### config.mk
export PLATFORM = sky130hd
export DESIGN_NAME = can_mode_timing_error_regs
export DESIGN_NICKNAME = d
export VERILOG_FILES = /design/src/rtl/can_mode_timing_error_regs.v /design/src/rtl/tq_divider.v
export VERILOG_INCLUDE_DIRS = /design/src /design/src/rtl
export SDC_FILE = /design/constraint.sdc
export NUM_CORES = 1
export LEC_CHECK = 0
export BUFFER_PORTS_ARGS = -buffer_cell sky130_fd_sc_hd__buf_4
export CAP_MARGIN = 5
export CORE_MARGIN = 2
export CORE_UTILIZATION = 30
export DETAILED_ROUTE_END_ITERATION = 10
export PLACE_DENSITY_LB_ADDON = 0.25
export SYNTH_ARGS = -nofsm -noshare
export SYNTH_HDL_FRONTEND = slang
export SYNTH_SLANG_ARGS = --single-unit
export TNS_END_PERCENT = 20
### constraint.sdc
create_clock -name clk -period 2.92 [get_ports clk]
set_input_delay 0.146 -clock clk [delete_from_list [all_inputs] [get_ports clk]]
set_output_delay 0.146 -clock clk [all_outputs]
set_load 0.1 [all_outputs]
### src/rtl/can_mtr_consts.vh
// Purpose: constants for the mode, timing and error register block
// Assumes: register bit n (big-endian numbering) sits at vector bit 31-n
// Notes: offsets are byte addresses on the host register port
`ifndef CAN_MTR_CONSTS_VH
`define CAN_MTR_CONSTS_VH

// register byte offsets
`define OFS_RESET_CONTROL 8'h00
`define OFS_MODE_SELECT 8'h04
`define OFS_PRESCALER 8'h08
`define OFS_TIMING 8'h0C
`define OFS_COUNTERS 8'h10
`define OFS_FLAGS 8'h14
`define OFS_STATUS 8'h18

// reset control fields (vector positions)
`define POS_SOFT_RESET 0
`define POS_CORE_ON 1

// mode select fields
`define POS_SLEEP_SEL 0
`define POS_LOOPBACK_SEL 1

// prescaler and timing fields
`define PRESCALER_MSB 7
`define SEG1_LSB 0
`define SEG1_MSB 3
`define SEG2_LSB 4
`define SEG2_MSB 6
`define SJW_LSB 7
`define SJW_MSB 8

// counter register fields
`define TXCNT_LSB 0
`define TXCNT_MSB 7
`define RXCNT_LSB 8
`define RXCNT_MSB 15

// error flag positions
`define POS_CRC_FLAG 0
`define POS_FORM_FLAG 1
`define POS_STUFF_FLAG 2
`define POS_BIT_FLAG 3
`define POS_ACK_FLAG 4
`define FLAG_BITS 5

// status positions
`define POS_ST_CONFIG 0
`define POS_ST_LOOPBACK 1
`define POS_ST_SLEEP 2
`define POS_ST_NORMAL 3
`define POS_ST_IDLE 4
`define POS_ST_BUSY 5
`define POS_ST_WARN 6
`define ST_STATE_LSB 7
`define ST_STATE_MSB 8
`define POS_ST_PRIO_FULL 9
`define POS_ST_TXQ_FULL 10
`define POS_ST_FILTER_BUSY 11

// fault state codes
`define FSC_CONFIG 2'h0
`define FSC_ACTIVE 2'h1
`define FSC_PASSIVE 2'h3
`define FSC_BUS_OFF 2'h2

// counter thresholds
`define WARN_LEVEL 9'h060
`define PASSIVE_LEVEL 9'h080
`define BUS_OFF_LEVEL 9'h100
`define COUNT_MAX 9'h0FF
`define RECOVERY_LAST 8'h7F

`endif

### src/rtl/can_mode_timing_error_regs.v
// Purpose: mode select, bit timing, error counters, error flags, status
// Assumes: protocol engine events are one-clock pulses on clk
// Notes: register bit n of the word is vector bit 31-n
`timescale 1ns/100ps
`include "can_mtr_consts.vh"

module can_mode_timing_error_regs #(
    parameter PRESC_W = 8
) (
    input wire clk, // system clock, 20 MHz
    input wire sys_rst, // synchronous reset, high
    input wire [7:0] reg_addr, // register byte address
    input wire reg_wr, // write strobe
    input wire reg_rd, // read strobe
    input wire [31:0] reg_wdata, // write data
    output reg [31:0] reg_rdata, // read data, one clock later
    output reg reg_rvalid, // read data valid pulse
    input wire pe_ack_err, // engine: ack error
    input wire pe_bit_err, // engine: bit error
    input wire pe_stuff_err, // engine: stuff error
    input wire pe_form_err, // engine: form error
    input wire pe_crc_err, // engine: crc mismatch
    input wire pe_crc_delim_err, // engine: crc delimiter corrupted
    input wire pe_rx_inc1, // engine: receive count +1
    input wire pe_rx_inc8, // engine: receive count +8
    input wire pe_tx_inc8, // engine: transmit count +8
    input wire pe_rx_dec, // engine: receive count -1
    input wire pe_tx_dec, // engine: transmit count -1
    input wire pe_recessive_run, // engine: 11 recessive bits seen
    input wire pe_wakeup, // engine: bus activity in sleep
    input wire filter_busy_in, // filter busy level
    input wire tx_queue_full_in, // transmit queue full level
    input wire priority_buffer_full_in, // priority buffer full level
    input wire line_busy_in, // frame on the bus
    output reg core_on_bit, // core enabled
    output reg mode_config, // configuration mode
    output reg mode_normal, // normal mode
    output reg mode_sleep, // sleep mode
    output reg mode_loopback, // loopback mode
    output reg drive_recessive, // force recessive on bus
    output reg bus_off, // bus-off state
    output reg [1:0] fault_state_code, // error state code
    output reg [4:0] seg1_quanta, // segment one length in quanta
    output reg [3:0] seg2_quanta, // segment two length in quanta
    output reg [2:0] sjw_quanta, // jump width in quanta
    output wire tq_tick // quantum pulse, from divider flop
);

// ************************************************
// declarations
// ************************************************

reg core_on_ff;
reg sleep_sel_ff;
reg loopback_sel_ff;
reg [PRESC_W-1:0] quantum_divider_ff;
reg [3:0] segment_one_len_ff;
reg [2:0] segment_two_len_ff;
reg [1:0] resync_jump_len_ff;
reg [7:0] rx_fault_count_ff;
reg [7:0] tx_fault_count_ff;
reg [`FLAG_BITS-1:0] fault_flags_ff;
reg config_ff;
reg bus_off_ff;

reg nxt_core_on;
reg nxt_sleep_sel;
reg nxt_loopback_sel;
reg [PRESC_W-1:0] nxt_quantum_divider;
reg [3:0] nxt_segment_one_len;
reg [2:0] nxt_segment_two_len;
reg [1:0] nxt_resync_jump_len;
reg [7:0] nxt_rx_count;
reg [7:0] nxt_tx_count;
reg [`FLAG_BITS-1:0] nxt_flags;
reg [`FLAG_BITS-1:0] flag_set;
reg nxt_config;
reg nxt_bus_off;
reg [8:0] rx_sum;
reg [8:0] tx_sum;
reg [31:0] nxt_rdata;
reg [1:0] nxt_state_code;

wire wr_reset_ctl;
wire soft_reset;
wire core_off_write;
wire cfg_writable;

// ************************************************
// helper functions
// ************************************************

// count update: add amount, take one away unless count is zero, result 9 bits
function [8:0] count_step;
    input [7:0] cnt;
    input [3:0] add;
    input dec;
    begin
        count_step = {1'b0, cnt} + {5'h00, add};
        if (dec && (cnt != 8'h00)) begin
            count_step = count_step - 9'h001;
        end
    end
endfunction

// clamp a 9-bit count to 8 bits
function [7:0] clamp8;
    input [8:0] val;
    begin
        if (val > `COUNT_MAX) begin
            clamp8 = 8'hFF;
        end else begin
            clamp8 = val[7:0];
        end
    end
endfunction

// ************************************************
// write decode
// ************************************************

// reset control register writes
assign wr_reset_ctl = reg_wr && (reg_addr == `OFS_RESET_CONTROL);
assign soft_reset = wr_reset_ctl && reg_wdata[`POS_SOFT_RESET];
assign core_off_write = wr_reset_ctl && !reg_wdata[`POS_CORE_ON];
assign cfg_writable = !core_on_ff;

// ************************************************
// configuration registers
// ************************************************

// mode selects, prescaler, timing fields
always @* begin
    nxt_core_on = core_on_ff;
    nxt_sleep_sel = sleep_sel_ff;
    nxt_loopback_sel = loopback_sel_ff;
    nxt_quantum_divider = quantum_divider_ff;
    nxt_segment_one_len = segment_one_len_ff;
    nxt_segment_two_len = segment_two_len_ff;
    nxt_resync_jump_len = resync_jump_len_ff;
    if (wr_reset_ctl) begin
        nxt_core_on = reg_wdata[`POS_CORE_ON];
    end
    if (reg_wr && (reg_addr == `OFS_MODE_SELECT)) begin
        nxt_sleep_sel = reg_wdata[`POS_SLEEP_SEL];
        if (cfg_writable) begin
            nxt_loopback_sel = reg_wdata[`POS_LOOPBACK_SEL];
        end
    end
    if (reg_wr && cfg_writable && (reg_addr == `OFS_PRESCALER)) begin
        nxt_quantum_divider = reg_wdata[`PRESCALER_MSB:0];
    end
    if (reg_wr && cfg_writable && (reg_addr == `OFS_TIMING)) begin
        nxt_segment_one_len = reg_wdata[`SEG1_MSB:`SEG1_LSB];
        nxt_segment_two_len = reg_wdata[`SEG2_MSB:`SEG2_LSB];
        nxt_resync_jump_len = reg_wdata[`SJW_MSB:`SJW_LSB];
    end
    // wake from sleep drops the select on its own
    if (pe_wakeup && mode_sleep) begin
        nxt_sleep_sel = 1'b0;
    end
    // soft reset returns every configuration register to zero
    if (soft_reset) begin
        nxt_core_on = 1'b0;
        nxt_sleep_sel = 1'b0;
        nxt_loopback_sel = 1'b0;
        nxt_quantum_divider = {PRESC_W{1'b0}};
        nxt_segment_one_len = 4'h0;
        nxt_segment_two_len = 3'h0;
        nxt_resync_jump_len = 2'h0;
    end
end

// configuration flops
always @(posedge clk) begin
    if (sys_rst) begin
        core_on_ff <= 1'b0;
        sleep_sel_ff <= 1'b0;
        loopback_sel_ff <= 1'b0;
        quantum_divider_ff <= {PRESC_W{1'b0}};
        segment_one_len_ff <= 4'h0;
        segment_two_len_ff <= 3'h0;
        resync_jump_len_ff <= 2'h0;
    end else begin
        core_on_ff <= nxt_core_on;
        sleep_sel_ff <= nxt_sleep_sel;
        loopback_sel_ff <= nxt_loopback_sel;
        quantum_divider_ff <= nxt_quantum_divider;
        segment_one_len_ff <= nxt_segment_one_len;
        segment_two_len_ff <= nxt_segment_two_len;
        resync_jump_len_ff <= nxt_resync_jump_len;
    end
end

// ************************************************
// mode state
// ************************************************

// config until enabled and 11 recessive bits seen
always @* begin
    nxt_config = config_ff;
    if (!nxt_core_on) begin
        nxt_config = 1'b1;
    end else if (pe_recessive_run) begin
        nxt_config = 1'b0;
    end
end

// mode outputs; loopback outranks sleep
always @(posedge clk) begin
    if (sys_rst) begin
        config_ff <= 1'b1;
        mode_config <= 1'b1;
        drive_recessive <= 1'b1;
        mode_loopback <= 1'b0;
        mode_sleep <= 1'b0;
        mode_normal <= 1'b0;
        core_on_bit <= 1'b0;
    end else begin
        config_ff <= nxt_config;
        mode_config <= nxt_config;
        drive_recessive <= nxt_config;
        mode_loopback <= !nxt_config && nxt_loopback_sel;
        mode_sleep <= !nxt_config && nxt_sleep_sel && !nxt_loopback_sel;
        mode_normal <= !nxt_config && !nxt_sleep_sel && !nxt_loopback_sel;
        core_on_bit <= nxt_core_on;
    end
end

// ************************************************
// error counters and bus-off
// ************************************************

// counter arithmetic, bus-off entry and recovery
always @* begin
    rx_sum = count_step(rx_fault_count_ff, {pe_rx_inc8, 2'b00, pe_rx_inc1}, pe_rx_dec);
    tx_sum = count_step(tx_fault_count_ff, {pe_tx_inc8, 3'b000}, pe_tx_dec);
    nxt_rx_count = clamp8(rx_sum);
    nxt_tx_count = tx_sum[7:0];
    nxt_bus_off = bus_off_ff;
    if (config_ff) begin
        nxt_rx_count = rx_fault_count_ff;
        nxt_tx_count = tx_fault_count_ff;
    end else if (bus_off_ff) begin
        nxt_rx_count = rx_fault_count_ff;
        nxt_tx_count = tx_fault_count_ff;
        if (pe_recessive_run) begin
            if (rx_fault_count_ff == `RECOVERY_LAST) begin
                nxt_bus_off = 1'b0;
                nxt_rx_count = 8'h00;
                nxt_tx_count = 8'h00;
            end else begin
                nxt_rx_count = rx_fault_count_ff + 8'h01;
            end
        end
    end else if (tx_sum >= `BUS_OFF_LEVEL) begin
        nxt_bus_off = 1'b1;
        nxt_rx_count = 8'h00;
        nxt_tx_count = 8'h00;
    end
    if (soft_reset || core_off_write) begin
        nxt_rx_count = 8'h00;
        nxt_tx_count = 8'h00;
        nxt_bus_off = 1'b0;
    end
end

// counter flops
always @(posedge clk) begin
    if (sys_rst) begin
        rx_fault_count_ff <= 8'h00;
        tx_fault_count_ff <= 8'h00;
        bus_off_ff <= 1'b0;
        bus_off <= 1'b0;
    end else begin
        rx_fault_count_ff <= nxt_rx_count;
        tx_fault_count_ff <= nxt_tx_count;
        bus_off_ff <= nxt_bus_off;
        bus_off <= nxt_bus_off;
    end
end

// fault state code from mode and counts
always @* begin
    if (nxt_config) begin
        nxt_state_code = `FSC_CONFIG;
    end else if (nxt_bus_off) begin
        nxt_state_code = `FSC_BUS_OFF;
    end else if (({1'b0, nxt_tx_count} >= `PASSIVE_LEVEL) || ({1'b0, nxt_rx_count} >= `PASSIVE_LEVEL)) begin
        nxt_state_code = `FSC_PASSIVE;
    end else begin
        nxt_state_code = `FSC_ACTIVE;
    end
end

// state code flop
always @(posedge clk) begin
    if (sys_rst) begin
        fault_state_code <= `FSC_CONFIG;
    end else begin
        fault_state_code <= nxt_state_code;
    end
end

// ************************************************
// error flags
// ************************************************

// sticky flags; set wins over any clear
always @* begin
    flag_set = {`FLAG_BITS{1'b0}};
    flag_set[`POS_ACK_FLAG] = pe_ack_err;
    flag_set[`POS_BIT_FLAG] = pe_bit_err;
    flag_set[`POS_STUFF_FLAG] = pe_stuff_err;
    flag_set[`POS_FORM_FLAG] = pe_form_err || (pe_crc_err && pe_crc_delim_err);
    flag_set[`POS_CRC_FLAG] = pe_crc_err && !pe_crc_delim_err;
    nxt_flags = fault_flags_ff;
    if (reg_wr && (reg_addr == `OFS_FLAGS)) begin
        nxt_flags = nxt_flags & ~reg_wdata[`FLAG_BITS-1:0];
    end
    if (soft_reset || core_off_write) begin
        nxt_flags = {`FLAG_BITS{1'b0}};
    end
    nxt_flags = nxt_flags | flag_set;
end

// flag flops
always @(posedge clk) begin
    if (sys_rst) begin
        fault_flags_ff <= {`FLAG_BITS{1'b0}};
    end else begin
        fault_flags_ff <= nxt_flags;
    end
end

// ************************************************
// timing outputs and quantum divider
// ************************************************

// effective lengths are field plus one
always @(posedge clk) begin
    if (sys_rst) begin
        seg1_quanta <= 5'h01;
        seg2_quanta <= 4'h1;
        sjw_quanta <= 3'h1;
    end else begin
        seg1_quanta <= {1'b0, segment_one_len_ff} + 5'h01;
        seg2_quanta <= {1'b0, segment_two_len_ff} + 4'h1;
        sjw_quanta <= {1'b0, resync_jump_len_ff} + 3'h1;
    end
end

// quantum tick, stopped in configuration
tq_divider #(
    .WIDTH(PRESC_W)
) u_tq_divider (
    .clk(clk),
    .sys_rst(sys_rst),
    .run(!config_ff),
    .divisor(quantum_divider_ff),
    .tq_tick(tq_tick)
);

// ************************************************
// read port
// ************************************************

// read mux; unmapped and reserved bits read zero
always @* begin
    nxt_rdata = 32'h0000_0000;
    case (reg_addr)
        `OFS_RESET_CONTROL: begin
            nxt_rdata[`POS_CORE_ON] = core_on_ff;
        end
        `OFS_MODE_SELECT: begin
            nxt_rdata[`POS_SLEEP_SEL] = sleep_sel_ff;
            nxt_rdata[`POS_LOOPBACK_SEL] = loopback_sel_ff;
        end
        `OFS_PRESCALER: begin
            nxt_rdata[`PRESCALER_MSB:0] = quantum_divider_ff;
        end
        `OFS_TIMING: begin
            nxt_rdata[`SEG1_MSB:`SEG1_LSB] = segment_one_len_ff;
            nxt_rdata[`SEG2_MSB:`SEG2_LSB] = segment_two_len_ff;
            nxt_rdata[`SJW_MSB:`SJW_LSB] = resync_jump_len_ff;
        end
        `OFS_COUNTERS: begin
            nxt_rdata[`TXCNT_MSB:`TXCNT_LSB] = tx_fault_count_ff;
            nxt_rdata[`RXCNT_MSB:`RXCNT_LSB] = rx_fault_count_ff;
        end
        `OFS_FLAGS: begin
            nxt_rdata[`FLAG_BITS-1:0] = fault_flags_ff;
        end
        `OFS_STATUS: begin
            nxt_rdata[`POS_ST_CONFIG] = mode_config;
            nxt_rdata[`POS_ST_LOOPBACK] = mode_loopback;
            nxt_rdata[`POS_ST_SLEEP] = mode_sleep;
            nxt_rdata[`POS_ST_NORMAL] = mode_normal;
            nxt_rdata[`POS_ST_IDLE] = !mode_config && !line_busy_in;
            nxt_rdata[`POS_ST_BUSY] = !mode_config && line_busy_in;
            nxt_rdata[`POS_ST_WARN] = ({1'b0, tx_fault_count_ff} >= `WARN_LEVEL) ||
                ({1'b0, rx_fault_count_ff} >= `WARN_LEVEL);
            nxt_rdata[`ST_STATE_MSB:`ST_STATE_LSB] = fault_state_code;
            nxt_rdata[`POS_ST_PRIO_FULL] = priority_buffer_full_in;
            nxt_rdata[`POS_ST_TXQ_FULL] = tx_queue_full_in;
            nxt_rdata[`POS_ST_FILTER_BUSY] = filter_busy_in;
        end
        default: begin
            nxt_rdata = 32'h0000_0000;
        end
    endcase
end

// read data register, valid one clock after strobe
always @(posedge clk) begin
    if (sys_rst) begin
        reg_rdata <= 32'h0000_0000;
        reg_rvalid <= 1'b0;
    end else begin
        reg_rvalid <= reg_rd;
        if (reg_rd) begin
            reg_rdata <= nxt_rdata;
        end
    end
end

endmodule // can_mode_timing_error_regs

### src/rtl/tq_divider.v
// Purpose: time quantum tick generator
// Assumes: divisor is the programmed prescaler value
// Notes: tick period is divisor plus one clocks
`timescale 1ns/100ps

module tq_divider #(
    parameter WIDTH = 8
) (
    input wire clk, // system clock
    input wire sys_rst, // synchronous reset, high
    input wire run, // counting allowed
    input wire [WIDTH-1:0] divisor, // programmed prescaler
    output reg tq_tick // one-clock quantum pulse
);

reg [WIDTH-1:0] cnt_ff;
reg [WIDTH-1:0] nxt_cnt;
reg nxt_tick;

// ************************************************
// divide count
// ************************************************

// wrap at divisor, so period is divisor + 1
always @* begin
    nxt_cnt = cnt_ff;
    nxt_tick = 1'b0;
    if (!run) begin
        nxt_cnt = {WIDTH{1'b0}};
    end else if (cnt_ff == divisor) begin
        nxt_cnt = {WIDTH{1'b0}};
        nxt_tick = 1'b1;
    end else begin
        nxt_cnt = cnt_ff + {{(WIDTH-1){1'b0}}, 1'b1};
    end
end

// count and tick registers
always @(posedge clk) begin
    if (sys_rst) begin
        cnt_ff <= {WIDTH{1'b0}};
        tq_tick <= 1'b0;
    end else begin
        cnt_ff <= nxt_cnt;
        tq_tick <= nxt_tick;
    end
end

endmodule // tq_divider

======== Word-level counts from Yosys, hierarchy flattened ========
Cells that the tools add are included.
cells by class
  add/sub/neg operators ................... 9
  order comparisons ....................... 6
  eq/ne operators ......................... 8
  muxes and demuxes ....................... 43
  bitwise gates (word level) .............. 3
  reduce and logical (&&, ||, !) cells .... 40
operators by type and width
  kind                                                                number
  two-way mux 8 bit                                                   13
  equality test 8 x 5 -> 1 bit (second input constant)                3
  logical AND 1 bit                                                   20
  adder 8 x 4 -> 9 bit                                                2
  two-way mux 9 bit                                                   2
  subtractor 9 x 1 -> 9 bit (second input constant)                   2
  two-way mux 1 bit                                                   17
  adder 8 x 1 -> 8 bit (second input constant)                        2
  equality test 8 x 4 -> 1 bit (second input constant)                2
  greater-or-equal comparator 8 x 7 -> 1 bit (second input constant)  2
  greater-or-equal comparator 8 bit (second input constant)           2
  nonzero test 8 bit                                                  2
  case mux 3 bit (5 select lines)                                     1
  case mux 3 bit (4 select lines)                                     1
  two-way mux 5 bit                                                   2
  greater-or-equal comparator 9 bit (second input constant)           1
  greater-than comparator 9 x 8 -> 1 bit (second input constant)      1
  equality test 8 x 3 -> 1 bit (second input constant)                1
  equality test 8 x 7 -> 1 bit (second input constant)                1
  equality test 8 bit                                                 1
  zero test 1 bit                                                     8
  zero test 8 bit                                                     1
  case mux 1 bit (7 select lines)                                     1
  case mux 1 bit (6 select lines)                                     1
  other kinds (13)                                                    20
storage, ports and cells
  bits in registers ....................... 86
  bits of input ports ..................... 61
  output and inout bits ................... 55
  logic and storage cells ................. 133

======== Longest topological paths before layout ========
Gate-level depths: netlist (run 1).
  depth in word-level cells ............... 13
  gate-level depth with buffers ........... 10

======== Modules after synthesis ========
Synthesis (run 1) repeated with hierarchy kept, for this count alone.
unflattened totals
  cell total of the unflattened synthesis .. 585
  area, all modules ....................... 4848.4 sq um
by module, submodules not included
  module                      instances  cells each  area each (sq um)  seq. area each (sq um)
  can_mode_timing_error_regs  1          537         4340.4             1541.5
  tq_divider                  1          48          508.0              180.2

======== Worst setup path before layout (run 1) ========
No wires, ideal clock.
  path type ............................... register to register
  start point ............................. reg bus_off_ff
  end point ............................... reg rx_fault_count_ff[4]
  arrival time ............................ 2.142 ns
  required time ........................... 2.795 ns
  path slack .............................. 0.653 ns
  cell stages (with the launch flop) ...... 8
  buffers on the path ..................... 2
  path through ............................ dfxtp_1 clkbuf_1 inv_1 o211ai_1 nor2_1 buf_2 a221oi_2 a31oi_1
on the way
  cells in the longest elaborated chain, start to end .. 3
ends and longest elaborated chain
  element                 RTL line                          RTL
  start, declared         can_mode_timing_error_regs.v:64   reg bus_off_ff;
  start signal, assigned  can_mode_timing_error_regs.v:278  bus_off_ff <= nxt_bus_off;
  two-way mux 8 bit       can_mode_timing_error_regs.v:244  end else if (bus_off_ff) begin
  two-way mux 8 bit       can_mode_timing_error_regs.v:241  if (config_ff) begin
  two-way mux 8 bit       can_mode_timing_error_regs.v:261  if (soft_reset || core_off_write) begin
  end signal, assigned    can_mode_timing_error_regs.v:276  rx_fault_count_ff <= nxt_rx_count;
  end, declared           can_mode_timing_error_regs.v:60   reg [7:0] rx_fault_count_ff;
Every way passes these cells.
A chain may end at the register's enable or synchronous reset.

======== Final worst setup path (run 1) ========
  start point ............................. reg tx_fault_count_ff[3], in the netlist count_step.cnt[3]
  end point ............................... reg fault_state_code[1]
on the way
  cells in the longest elaborated chain, start to end .. 12
  elaborated cells between the ends (all ways) .. 25
  classes of those cells .................. add/sub (2); order compare (3); mux (17); reduce/logical (3)
ends and longest elaborated chain
  element                                                         RTL line                                                            RTL
  start, declared                                                 can_mode_timing_error_regs.v:61                                     reg [7:0] tx_fault_count_ff;
  start signal, assigned                                          can_mode_timing_error_regs.v:277                                    tx_fault_count_ff <= nxt_tx_count;
  adder 8 x 4 -> 9 bit or nonzero test 8 bit (tied branches)      can_mode_timing_error_regs.v:99, can_mode_timing_error_regs.v:100
  subtractor 9 x 1 -> 9 bit or logical AND 1 bit (tied branches)  can_mode_timing_error_regs.v:101, can_mode_timing_error_regs.v:100
  two-way mux 9 bit                                               can_mode_timing_error_regs.v:100                                    if (dec && (cnt != 8'h00)) begin
  greater-or-equal comparator 9 bit (no line)                     -
  two-way mux 8 bit                                               can_mode_timing_error_regs.v:256                                    end else if (tx_sum >= `BUS_OFF_LEVEL) begin
  two-way mux 8 bit                                               can_mode_timing_error_regs.v:244
  two-way mux 8 bit                                               can_mode_timing_error_regs.v:241
  two-way mux 8 bit                                               can_mode_timing_error_regs.v:261
  greater-or-equal comparator 8 bit (no line)                     -
  logical OR 1 bit                                                can_mode_timing_error_regs.v:289                                    end else if (({1'b0, nxt_tx_count} >= `PASSIVE_LEVEL) || ({1'b0, nxt_rx_count} >= `PASSIVE_LEVEL)) begin
  two-way mux 2 bit                                               can_mode_timing_error_regs.v:289
  two-way mux 2 bit *                                             can_mode_timing_error_regs.v:287                                    end else if (nxt_bus_off) begin
  end signal, assigned                                            can_mode_timing_error_regs.v:299                                    fault_state_code <= `FSC_CONFIG;
  end signal, assigned                                            can_mode_timing_error_regs.v:301                                    fault_state_code <= nxt_state_code;
  end, declared                                                   can_mode_timing_error_regs.v:42                                     output reg [1:0] fault_state_code,
Mark *: on every way between the ends. The rest lies on a longest branch, timed or not.

==> key figures, run 1 <==
Global routing
  – Leftover overflow at the end of global routing: 0
  – Vias in the first global route: 3903
  – Wire length of the first global-routing pass: 20900 um
  – Total global-route track usage: 0.162
  – Maximum number of pins on one net before global-route repair: 40
  – Number of antenna violations at the first check in global routing: 0

Synth
  – Proportion of synthesized flip-flops having asynchronous set or reset: 0
  – Leading register cell type out of synthesis: sky130_fd_sc_hd__dfxtp_1
  – Sequential element share of the synthesized area: 0.370
  – Commonest cells in the synthesized netlist: sky130_fd_sc_hd__dfxtp_1 (86), sky130_fd_sc_hd__nor2_1 (81), sky130_fd_sc_hd__nand2_1 (37), sky130_fd_sc_hd__nand3_1 (29), sky130_fd_sc_hd__a21oi_1 (24)
  – Top cell type by total area after synthesis: sky130_fd_sc_hd__dfxtp_1
  – Count leader, synth: sky130_fd_sc_hd__dfxtp_1
  – Cells taking the most area after synthesis: sky130_fd_sc_hd__dfxtp_1 (37%), sky130_fd_sc_hd__nor2_1 (6.5%), sky130_fd_sc_hd__mux2i_1 (4.3%)
  – EDFF count, synth: 0
  – Share of the synthesized area in the top cell type: 0.370
  – Count of different cell masters after synthesis: 71
  – Syn Inst Count: 553
  – Post-synthesis instance area: 0.00465 sq mm
  – Yosys warning total: 0
  – Mean instance size in the synthesized netlist: 8.42 sq um
  – Number of flip-flops and latches in the synthesized netlist: 86

Power
  – Register share of total power: 0.437
  – Net switching component of the power: 727 uW
  – Proportion of total power due to net switching: 0.266
  – Pleak: 2.31 nW
  – Peak VDD IR: 0.273 mV
  – Power per standard cell area: 481 mW/mm^2
  – Comb power frac: 0.106
  – Clock share of power: 0.457
  – Pint: 2.01 mW

Detailed routing
  – Wire per inst: 16.4 um
  – Routed vias: 4322
  – Detailed-routing iteration count for the pre-antenna-repair pass: 5
  – WL met1: 6530 um
  – DRC Markers: 0
  – Wire length on met3: 675 um
  – ANT nets after route: 0
  – DR WL met2: 5960 um
  – Top routing layer in use: met4
  – Detailed router's first-iteration violation count: 338
  – WL final: 13400 um
  – Vias per cell: 5.30

Timing
  – Clock period minus worst slack: 2.62 ns
  – Highest achievable clock rate: 382 MHz
  – Setup Total Neg Slack: 0 ns
  – Setup repair after global routing missed its margin: false
  – Count of final setup violators: 0
  – Slew Viols, Final: 0
  – Portion of the clock cycle consumed by the worst path in the final layout: 0.896
  – Worst slew pin tran: 0.600 ns
  – Slew Limit Headroom: 0.597
  – Final setup skew: 0.00686 ns
  – Least setup slack across all paths after layout: 0.304 ns
  – Final number of hold-violating endpoints: 0

Final layout
  – Area growth, synth to finish: 22.0%
  – Proportion of layout cells with a drive suffix above 1: 0.199
  – Post-layout net count: 697
  – Final Util: 0.374
  – Inserted Diodes: 0

Worst setup path
  – Maximum fanout encountered on the critical timing path: 9
  – Worst path required time: 3.13 ns
  – Arrival time worst endpoint: 2.83 ns
  – Launching element type of the critical path: flop
  – WS Path Type: reg2reg
  – Critical path endpoint category: flop

CTS
  – Cell chosen for the clock root: sky130_fd_sc_hd__clkbuf_16
  – TritonCTS sink count: 86
  – Largest buffer count on any clock path: 2
  – Number of buffers created by CTS: 9
  – Post-CTS resize count: 0
  – Post-CTS Setup Inserts: 0
  – TritonCTS clock tree: built
  – Clock-pin slew on the worst setup and hold paths: 0.06 ns
  – Hold buffer count at cts: 0
  – Clock latency at the later pin of the worst-skew pair: 0.34 ns
  – Level count of the clock H-tree: 3

Floorplanning
  – I/O pin cnt: 116
  – Die Y-Extent: 129 um
  – Die Span X: 129 um
  – Die Outline Area: 0.0165 sq mm
  – Number of cell rows: 45
  – Effective utilization at floorplan: 0.306
  – Core area: 0.0152 sq mm

Placement
  – Port Buffers: 76
  – Placed wire-length estimate: 10200 um
  – Pre-CTS setup slack: 0.310 ns
  – Weighted congestion at the end of routability-driven global placement: 0.873

Flow run
  – Number of violations of the max-capacitance limit: 0

Run status
  – Run status: finished clean

Hold path
  – Worst hold path class: in2reg
## worst paths after layout
kind,start,endpoint,slack [ns],depth (start not counted)
worst min-delay path,pe_ack_err,fault_flags_ff[4],0.01,3
worst max-delay path,count_step.cnt[3],fault_state_code[1],0.30,10
worst min register to register,resync_jump_len_ff[0],sjw_quanta[0],0.46,1
worst max register to register,count_step.cnt[3],fault_state_code[1],0.30,10
## cell type report
class                      instances  area, sq um
fill                            1564         9520
multi-input combinational        421         2670
sequential                        86         1720
timing repair buffer              91          683
tap                              188          235
clock buffer                       9          225
clock inverter                     7         95.1
inverter                          14         52.6
## cells in the final DEF, fill, tap and decap left out, types with 3 or more instances in the layout
master | Yosys | layout
sky130_fd_sc_hd__a21o_1 | 5 | 5
sky130_fd_sc_hd__a21oi_1 | 24 | 24
sky130_fd_sc_hd__a221oi_1 | 8 | 8
sky130_fd_sc_hd__a22oi_1 | 12 | 12
sky130_fd_sc_hd__a311oi_1 | 4 | 4
sky130_fd_sc_hd__a31oi_1 | 13 | 13
sky130_fd_sc_hd__and2_1 | 3 | 3
sky130_fd_sc_hd__and3_1 | 10 | 10
sky130_fd_sc_hd__and3b_1 | 5 | 5
sky130_fd_sc_hd__buf_4 | 19 | 91
sky130_fd_sc_hd__clkbuf_16 | 0 | 9
sky130_fd_sc_hd__conb_1 | 1 | 16
sky130_fd_sc_hd__dfxtp_1 | 86 | 86
sky130_fd_sc_hd__ha_1 | 13 | 13
sky130_fd_sc_hd__inv_1 | 14 | 14
sky130_fd_sc_hd__mux2i_1 | 20 | 20
sky130_fd_sc_hd__nand2_1 | 37 | 37
sky130_fd_sc_hd__nand2b_1 | 8 | 8
sky130_fd_sc_hd__nand3_1 | 29 | 29
sky130_fd_sc_hd__nand4_1 | 5 | 5
sky130_fd_sc_hd__nor2_1 | 81 | 81
sky130_fd_sc_hd__nor2b_1 | 6 | 6
sky130_fd_sc_hd__nor3_1 | 13 | 13
sky130_fd_sc_hd__nor4_1 | 5 | 5
sky130_fd_sc_hd__o21ai_0 | 10 | 10
sky130_fd_sc_hd__o21ai_1 | 7 | 7
sky130_fd_sc_hd__xnor2_1 | 13 | 13
sky130_fd_sc_hd__xor2_1 | 17 | 17
## per-layer routing
| layer | track usage | vias to the layer above |
|---|---|---|
| met1 | 0.229 | 2051 |
| met4 | 0.0652 | 0 |
| li1 | - | 2108 |
| met2 | 0.248 | 148 |
| met5 | 0 | - |
| met3 | 0.0241 | 15 |
## power by group through the flow
| stage | registers (mW) | logic [mW] | clock network (mW) |
|---|---|---|---|
| 2_1_floorplan | 1.27 | 0.168 | 0 |
| 6_report | 1.19 | 0.289 | 1.25 |
| 4_1_cts | 1.20 | 0.288 | 1.27 |
| 5_1_grt | 1.20 | 0.303 | 1.32 |
| 3_5_place_dp | 1.22 | 0.287 | 0 |
| 3_3_place_gp | 1.22 | 0.286 | 0 |
## registers in the layout, summed over array words and instances, names as in the netlist, 2 cells and up
name and flops:
count_step.cnt 8, fault_flags_ff 5, fault_state_code 2, quantum_divider_ff 8, reg_rdata 16, resync_jump_len_ff 2
rx_fault_count_ff 8, seg1_quanta 5, seg2_quanta 4, segment_one_len_ff 4, segment_two_len_ff 3, sjw_quanta 3
u_tq_divider.cnt_ff 8
## per-stage QoR
step / hold WS, ns / cells / area, sq um / total power [mW]
final: 0.0108 / 816 / 5680 / 2.73
after global routing: 0.0123 / 816 / 5680 / 2.82
after CTS: 0.00258 / 816 / 5680 / 2.75
after detailed placement: 0.361 / 800 / 5360 / 1.51
after global placement: 0.351 / 800 / 5360 / 1.51
after floorplan: 0.264 / 568 / 4710 / 1.44
## kinds of logic after synthesis
| logic type | count (synthesis) | synth area share |
|---|---|---|
| flip-flops | 86 | 0.370 |
| buffers and inverters | 61 | 0.0691 |
| AO/OA/AOI/OAI | 116 | 0.178 |
| XOR/XNOR | 30 | 0.0565 |
| multiplexers | 22 | 0.0478 |
| AND/OR/NAND/NOR | 224 | 0.243 |
| adder cells (fa/ha/maj) | 13 | 0.0349 |
| other | 1 | 0.000806 |
## worst max-delay path, cell delays in order, from the launching register on
cell	delay, ns
sky130_fd_sc_hd__dfxtp_1	0.48
sky130_fd_sc_hd__ha_1	0.25
sky130_fd_sc_hd__ha_1	0.27
sky130_fd_sc_hd__nor3b_2	0.31
sky130_fd_sc_hd__nand4_1	0.17
sky130_fd_sc_hd__o211ai_1	0.27
sky130_fd_sc_hd__nor2_1	0.10
sky130_fd_sc_hd__buf_4	0.19
sky130_fd_sc_hd__a21o_1	0.16
sky130_fd_sc_hd__a21oi_1	0.19
sky130_fd_sc_hd__a31oi_1	0.11
No activity file was read; power rests on OpenSTA's default activity.
==> run 2, diff against run 1 <==
--- a/config.mk
+++ b/config.mk
@@ -12,6 +12,7 @@
 export CORE_UTILIZATION = 30
 export DETAILED_ROUTE_END_ITERATION = 10
 export PLACE_DENSITY_LB_ADDON = 0.25
+export RECOVER_POWER = 50
 export SYNTH_ARGS = -nofsm -noshare
 export SYNTH_HDL_FRONTEND = slang
 export SYNTH_SLANG_ARGS = --single-unit
==> run 2 against run 1 <==
Cell count unchanged. Clock skew about the same. Wire length hardly changed. Worst hold slack better by 0.0071 ns. Via count rose by 0.30%. Die area unchanged. Sequential share of layout area is 0.85 points higher. Largest power group unchanged. Critical endpoint unchanged. Setup slack improved by 0.0062 ns. Sequential power barely moved.
==> key figures, run 2 (synthesis results as in run 1) <==
Worst setup path
  – Crit path cell chain: ha_1 > ha_1 > nor3b_2 > nand4_1 > o211ai_1 > nor2_1 > buf_4 > a21o_1 > a21oi_1 > a31oi_1
  – Launching element type of the critical path: flop
  – Maximum fanout encountered on the critical timing path: 9
  – Library cell appearing most often on the critical path: sky130_fd_sc_hd__ha_1
  – Delay of the slowest critical-path stage: 0.48 ns
  – WS Path Type: reg2reg
  – Arrival time worst endpoint: 2.82 ns
  – Worst-path cell with the longest stage delay: sky130_fd_sc_hd__dfxtp_1
  – Critical path endpoint category: flop
  – Worst path required time: 3.13 ns

Global routing
  – Maximum number of pins on one net before global-route repair: 40
  – Number of antenna violations at the first check in global routing: 0
  – Total global-route track usage: 0.162
  – Leftover overflow at the end of global routing: 0
  – Vias in the first global route: 3903
  – Wire length of the first global-routing pass: 20900 um

Hold path
  – Worst hold path class: in2reg

Final layout
  – Most common cell after layout, fill and taps aside: sky130_fd_sc_hd__dfxtp_1
  – Area of the multi-input gates: 0.00266 sq mm
  – Fill cell instance count of the final layout: 1593
  – Design area: 0.00553 sq mm
  – Seq. cell area: 0.00172 sq mm
  – Post-layout net count: 697
  – Register bank with the most flops: reg_rdata
  – Area growth, synth to finish: 18.7%
  – Most used cells in the layout excluding fill and tap cells: sky130_fd_sc_hd__dfxtp_1 (86), sky130_fd_sc_hd__nor2_1 (81), sky130_fd_sc_hd__buf_4 (51), sky130_fd_sc_hd__clkbuf_1 (40), sky130_fd_sc_hd__nand2_1 (37)
  – Proportion of layout cells with a drive suffix above 1: 0.134
  – Max FFs per register: 16
  – Inserted Diodes: 0

Timing
  – Portion of the clock cycle consumed by the worst path in the final layout: 0.894
  – Slew Limit Headroom: 0.213
  – Highest achievable clock rate: 383 MHz
  – Setup repair after global routing missed its margin: false
  – Setup Total Neg Slack: 0 ns
  – Final number of hold-violating endpoints: 0
  – Final setup skew: 0.00670 ns
  – Clock period minus worst slack: 2.61 ns
  – Slew Viols, Final: 0
  – Worst hold slack across all endpoints: 0.0179 ns
  – Worst slew pin tran: 1.18 ns
  – Count of final setup violators: 0

Detailed routing
  – Detailed router's first-iteration violation count: 327
  – DRC Markers: 0
  – Routed vias: 4335
  – Detailed-routing iteration count for the pre-antenna-repair pass: 5
  – Vias per cell: 5.31
  – Wire per inst: 16.5 um
  – ANT nets after route: 0
  – WL final: 13400 um

CTS
  – Level count of the clock H-tree: 3
  – Clock latency at the later pin of the worst-skew pair: 0.35 ns
  – Hold buffer count at cts: 0
  – TritonCTS clock tree: built
  – Number of buffers created by CTS: 9
  – Post-CTS Setup Inserts: 0
  – TritonCTS sink count: 86
  – Cell chosen for the clock root: sky130_fd_sc_hd__clkbuf_16
  – Post-CTS resize count: 0
  – Largest buffer count on any clock path: 2
  – Clock-pin slew on the worst setup and hold paths: 0.06 ns

Placement
  – Weighted congestion at the end of routability-driven global placement: 0.873
  – Port Buffers: 76
  – Placed wire-length estimate: 10200 um
  – Placed standard-cell area: 0.00536 sq mm

Power
  – Pleak: 2.15 nW
  – Peak VDD IR: 0.273 mV
  – Power per standard cell area: 493 mW/mm^2

Floorplanning
  – Die Span X: 129 um
  – Number of cell rows: 45
  – Die Y-Extent: 129 um
  – Die Outline Area: 0.0165 sq mm
  – Core area: 0.0152 sq mm
  – Effective utilization at floorplan: 0.306
  – I/O pin cnt: 116

Flow run
  – Number of violations of the max-capacitance limit: 0

Run status
  – Run status: finished clean
[run 2: cell types whose count changed in the layout (fill, tap and decap cells not counted), sizes merged]
| cell | change |
|---|---|
| buf | -40 |
| clkbuf | +40 |
[run 2: final timing paths]
check	startpoint	to	slack, ns	depth (start not counted)
max	count_step.cnt[3]	fault_state_code[1]	0.31	10
min	pe_ack_err	fault_flags_ff[4]	0.02	3
max reg2reg	count_step.cnt[3]	fault_state_code[1]	0.31	10
min reg2reg	resync_jump_len_ff[0]	sjw_quanta[0]	0.46	1
[run 2: through the flow]
| step | cells | utilization | power [mW] | worst slack, ns |
|---|---|---|---|---|
| finish | 816 | 0.363 | 2.73 | 0.311 |
| global route | 816 | 0.363 | 2.81 | 0.0548 |
| CTS | 816 | 0.374 | 2.75 | 0.302 |
| detailed placement | 800 | 0.353 | 1.51 | 0.310 |
| global placement | 800 | 0.353 | 1.51 | 0.347 |
| floorplan | 568 | - | 1.44 | 0.653 |
[run 2: critical path: cells and delay by family, from the launching register on]
| family | cells | cell delay (ns) |
|---|---|---|
| buffers and inverters | 1 | 0.19 |
| AO/OA/AOI/OAI | 4 | 0.73 |
| flip-flops | 1 | 0.48 |
| adder cells (fa/ha/maj) | 2 | 0.52 |
| AND/OR/NAND/NOR | 3 | 0.57 |
[run 2: routing by layer]
layer  vias to the layer above  part of all wire  GRT usage
li1                       2106                 -          -
met4                         0             0.021     0.0652
met1                      2057              0.49      0.229
met3                        20             0.047     0.0241
met2                       152              0.44      0.248
met5                         -                 0          0
[run 2: where the power goes]
group,switching (mW),internal [mW]
clock network,0.498,0.753
registers,0.00903,1.19
logic,0.221,0.0600
[run 2: cell type report]
type / count / share of cell area
Clock buffer: 9 / 0.0408
Clock inverter: 7 / 0.0172
Multi-Input combinational cell: 421 / 0.482
Timing Repair Buffer: 91 / 0.0965
Tap cell: 188 / 0.0426
Inverter: 14 / 0.00951
Sequential cell: 86 / 0.312
==> run 3, diff against run 2 <==
==> constraint.sdc (replaced) <==
create_clock -name clk -period 3.1 [get_ports clk]
set_input_delay 0.155 -clock clk [delete_from_list [all_inputs] [get_ports clk]]
set_output_delay 0.155 -clock clk [all_outputs]
set_load 0.1 [all_outputs]
==> run 3 against run 2 <==
Sequential share of layout area grew 0.47 points. Clock-buffer cell count grew 3. Clock skew is essentially flat. Critical path type unchanged. Cell count shrank 0.74%. Largest power group is now sequential cells. First-iteration DRC count shrank 0.92%. Setup slack gained 0.035 ns. Final area shrank 1.5%. Combinational power shrank 6%. Largest cell class unchanged. Via count shrank 1.5%. Register-to-register slack gained 0.03 ns.
==> key figures, run 3 (synthesis results as in run 1) <==
Worst setup path
  – Delay of the slowest critical-path stage: 0.50 ns
  – Launching element type of the critical path: flop
  – Crit path cell chain: ha_1 > ha_1 > nor3b_2 > nand4_1 > o211ai_1 > nor2_1 > buf_4 > a21o_1 > a21oi_1 > a31oi_1
  – Setup slack of the most critical reg-to-reg path: 0.35 ns
  – Maximum fanout encountered on the critical timing path: 9
  – Worst path required time: 3.31 ns
  – WS Path Type: reg2reg
  – Library cell appearing most often on the critical path: sky130_fd_sc_hd__ha_1
  – Critical path endpoint category: flop
  – Arrival time worst endpoint: 2.97 ns
  – Worst-path cell with the longest stage delay: sky130_fd_sc_hd__dfxtp_1

Final layout
  – Area growth, synth to finish: 16.9%
  – Max FFs per register: 16
  – Inserted Diodes: 0
  – Most common cell after layout, fill and taps aside: sky130_fd_sc_hd__dfxtp_1
  – Most used cells in the layout excluding fill and tap cells: sky130_fd_sc_hd__dfxtp_1 (86), sky130_fd_sc_hd__nor2_1 (81), sky130_fd_sc_hd__buf_4 (46), sky130_fd_sc_hd__clkbuf_1 (41), sky130_fd_sc_hd__nand2_1 (37)
  – Fill cell instance count of the final layout: 1611
  – Post-layout net count: 692
  – Proportion of layout cells with a drive suffix above 1: 0.124
  – Register bank with the most flops: reg_rdata

Placement
  – Placed wire-length estimate: 10300 um
  – Port Buffers: 76
  – Weighted congestion at the end of routability-driven global placement: 0.866

Detailed routing
  – Wire per inst: 17.0 um
  – Vias per cell: 5.27
  – Detailed router's first-iteration violation count: 324
  – Routed vias: 4271
  – WL final: 13800 um
  – DRC Markers: 0
  – ANT nets after route: 0
  – Detailed-routing iteration count for the pre-antenna-repair pass: 5

Global routing
  – Vias in the first global route: 4029
  – Total global-route track usage: 0.165
  – Number of antenna violations at the first check in global routing: 0
  – Maximum number of pins on one net before global-route repair: 40
  – Wire length of the first global-routing pass: 21100 um
  – Leftover overflow at the end of global routing: 0

Timing
  – Setup repair after global routing missed its margin: false
  – Setup Total Neg Slack: 0 ns
  – Highest achievable clock rate: 363 MHz
  – Portion of the clock cycle consumed by the worst path in the final layout: 0.889
  – Clock period minus worst slack: 2.75 ns
  – Worst slew pin tran: 1.19 ns
  – Final number of hold-violating endpoints: 0
  – Slew Viols, Final: 0
  – Slew Limit Headroom: 0.212
  – Worst hold slack across all endpoints: 0.0252 ns
  – Count of final setup violators: 0
  – Final setup skew: 0.00665 ns

Run status
  – Run status: finished clean

Floorplanning
  – Effective utilization at floorplan: 0.306
  – Core area: 0.0152 sq mm
  – Number of cell rows: 45
  – Die Y-Extent: 129 um
  – Die Outline Area: 0.0165 sq mm
  – Die Span X: 129 um
  – I/O pin cnt: 116

CTS
  – Clock latency at the later pin of the worst-skew pair: 0.34 ns
  – Hold buffer count at cts: 0
  – TritonCTS clock tree: built
  – Cell chosen for the clock root: sky130_fd_sc_hd__clkbuf_16
  – Post-CTS Setup Inserts: 0
  – Number of buffers created by CTS: 9
  – Level count of the clock H-tree: 3
  – Largest buffer count on any clock path: 2
  – Post-CTS resize count: 0
  – TritonCTS sink count: 86
  – Clock-pin slew on the worst setup and hold paths: 0.06 ns

Hold path
  – Worst hold path class: in2reg

Power
  – Power per standard cell area: 443 mW/mm^2
  – Pleak: 2.10 nW
  – Peak VDD IR: 0.306 mV

Flow run
  – Number of violations of the max-capacitance limit: 0
[run 3: through the flow]
step	power, mW	instances	instance area [sq um]	worst slack (ns)	util
after floorplan	1.36	568	4710	0.833	-
after global placement	1.42	795	5320	0.462	0.350
after detailed placement	1.42	795	5320	0.367	0.350
after CTS	2.44	810	5600	0.361	0.368
after global routing	2.49	810	5440	0.135	0.358
final	2.41	810	5440	0.345	0.358
[run 3: power breakdown]
part	internal (mW)	total [mW]	switching, mW
clock network	0.581	1.02	0.438
registers	1.12	1.13	0.00870
logic	0.0564	0.264	0.208
[run 3: final cells by class]
type	instances	area, sq um	share of cell area
multi-input combinational	421	2660	0.489
timing repair buffer	86	495	0.0910
sequential	86	1720	0.316
clock inverter	3	20.0	0.00368
tap	188	235	0.0432
inverter	14	52.6	0.00966
clock buffer	12	256	0.0471
[run 3: critical path: cells and delay by family, from the launching register on]
kind | cells | cell delay [ns]
fa+ha+maj | 2 | 0.53
compound gates | 4 | 0.75
flops | 1 | 0.50
buf+inv | 1 | 0.22
simple gates | 3 | 0.63
[run 3: metal layers]
layer	part of all wire	global-route usage	vias up	wire length (um)
li1	-	-	2099	-
met3	0.063	0.0287	15	863
met5	0	0	-	0
met2	0.45	0.261	160	6230
met1	0.47	0.221	1997	6410
met4	0.019	0.0735	0	267
[run 3: path summary, 6_finish.rpt]
check	startpoint	end	cells past startpoint
worst max register to register	count_step.cnt[3]	fault_state_code[1]	10
worst min-delay path	pe_stuff_err	fault_flags_ff[2]	3
worst max-delay path	count_step.cnt[3]	fault_state_code[1]	10
worst min register to register	resync_jump_len_ff[0]	sjw_quanta[0]	1
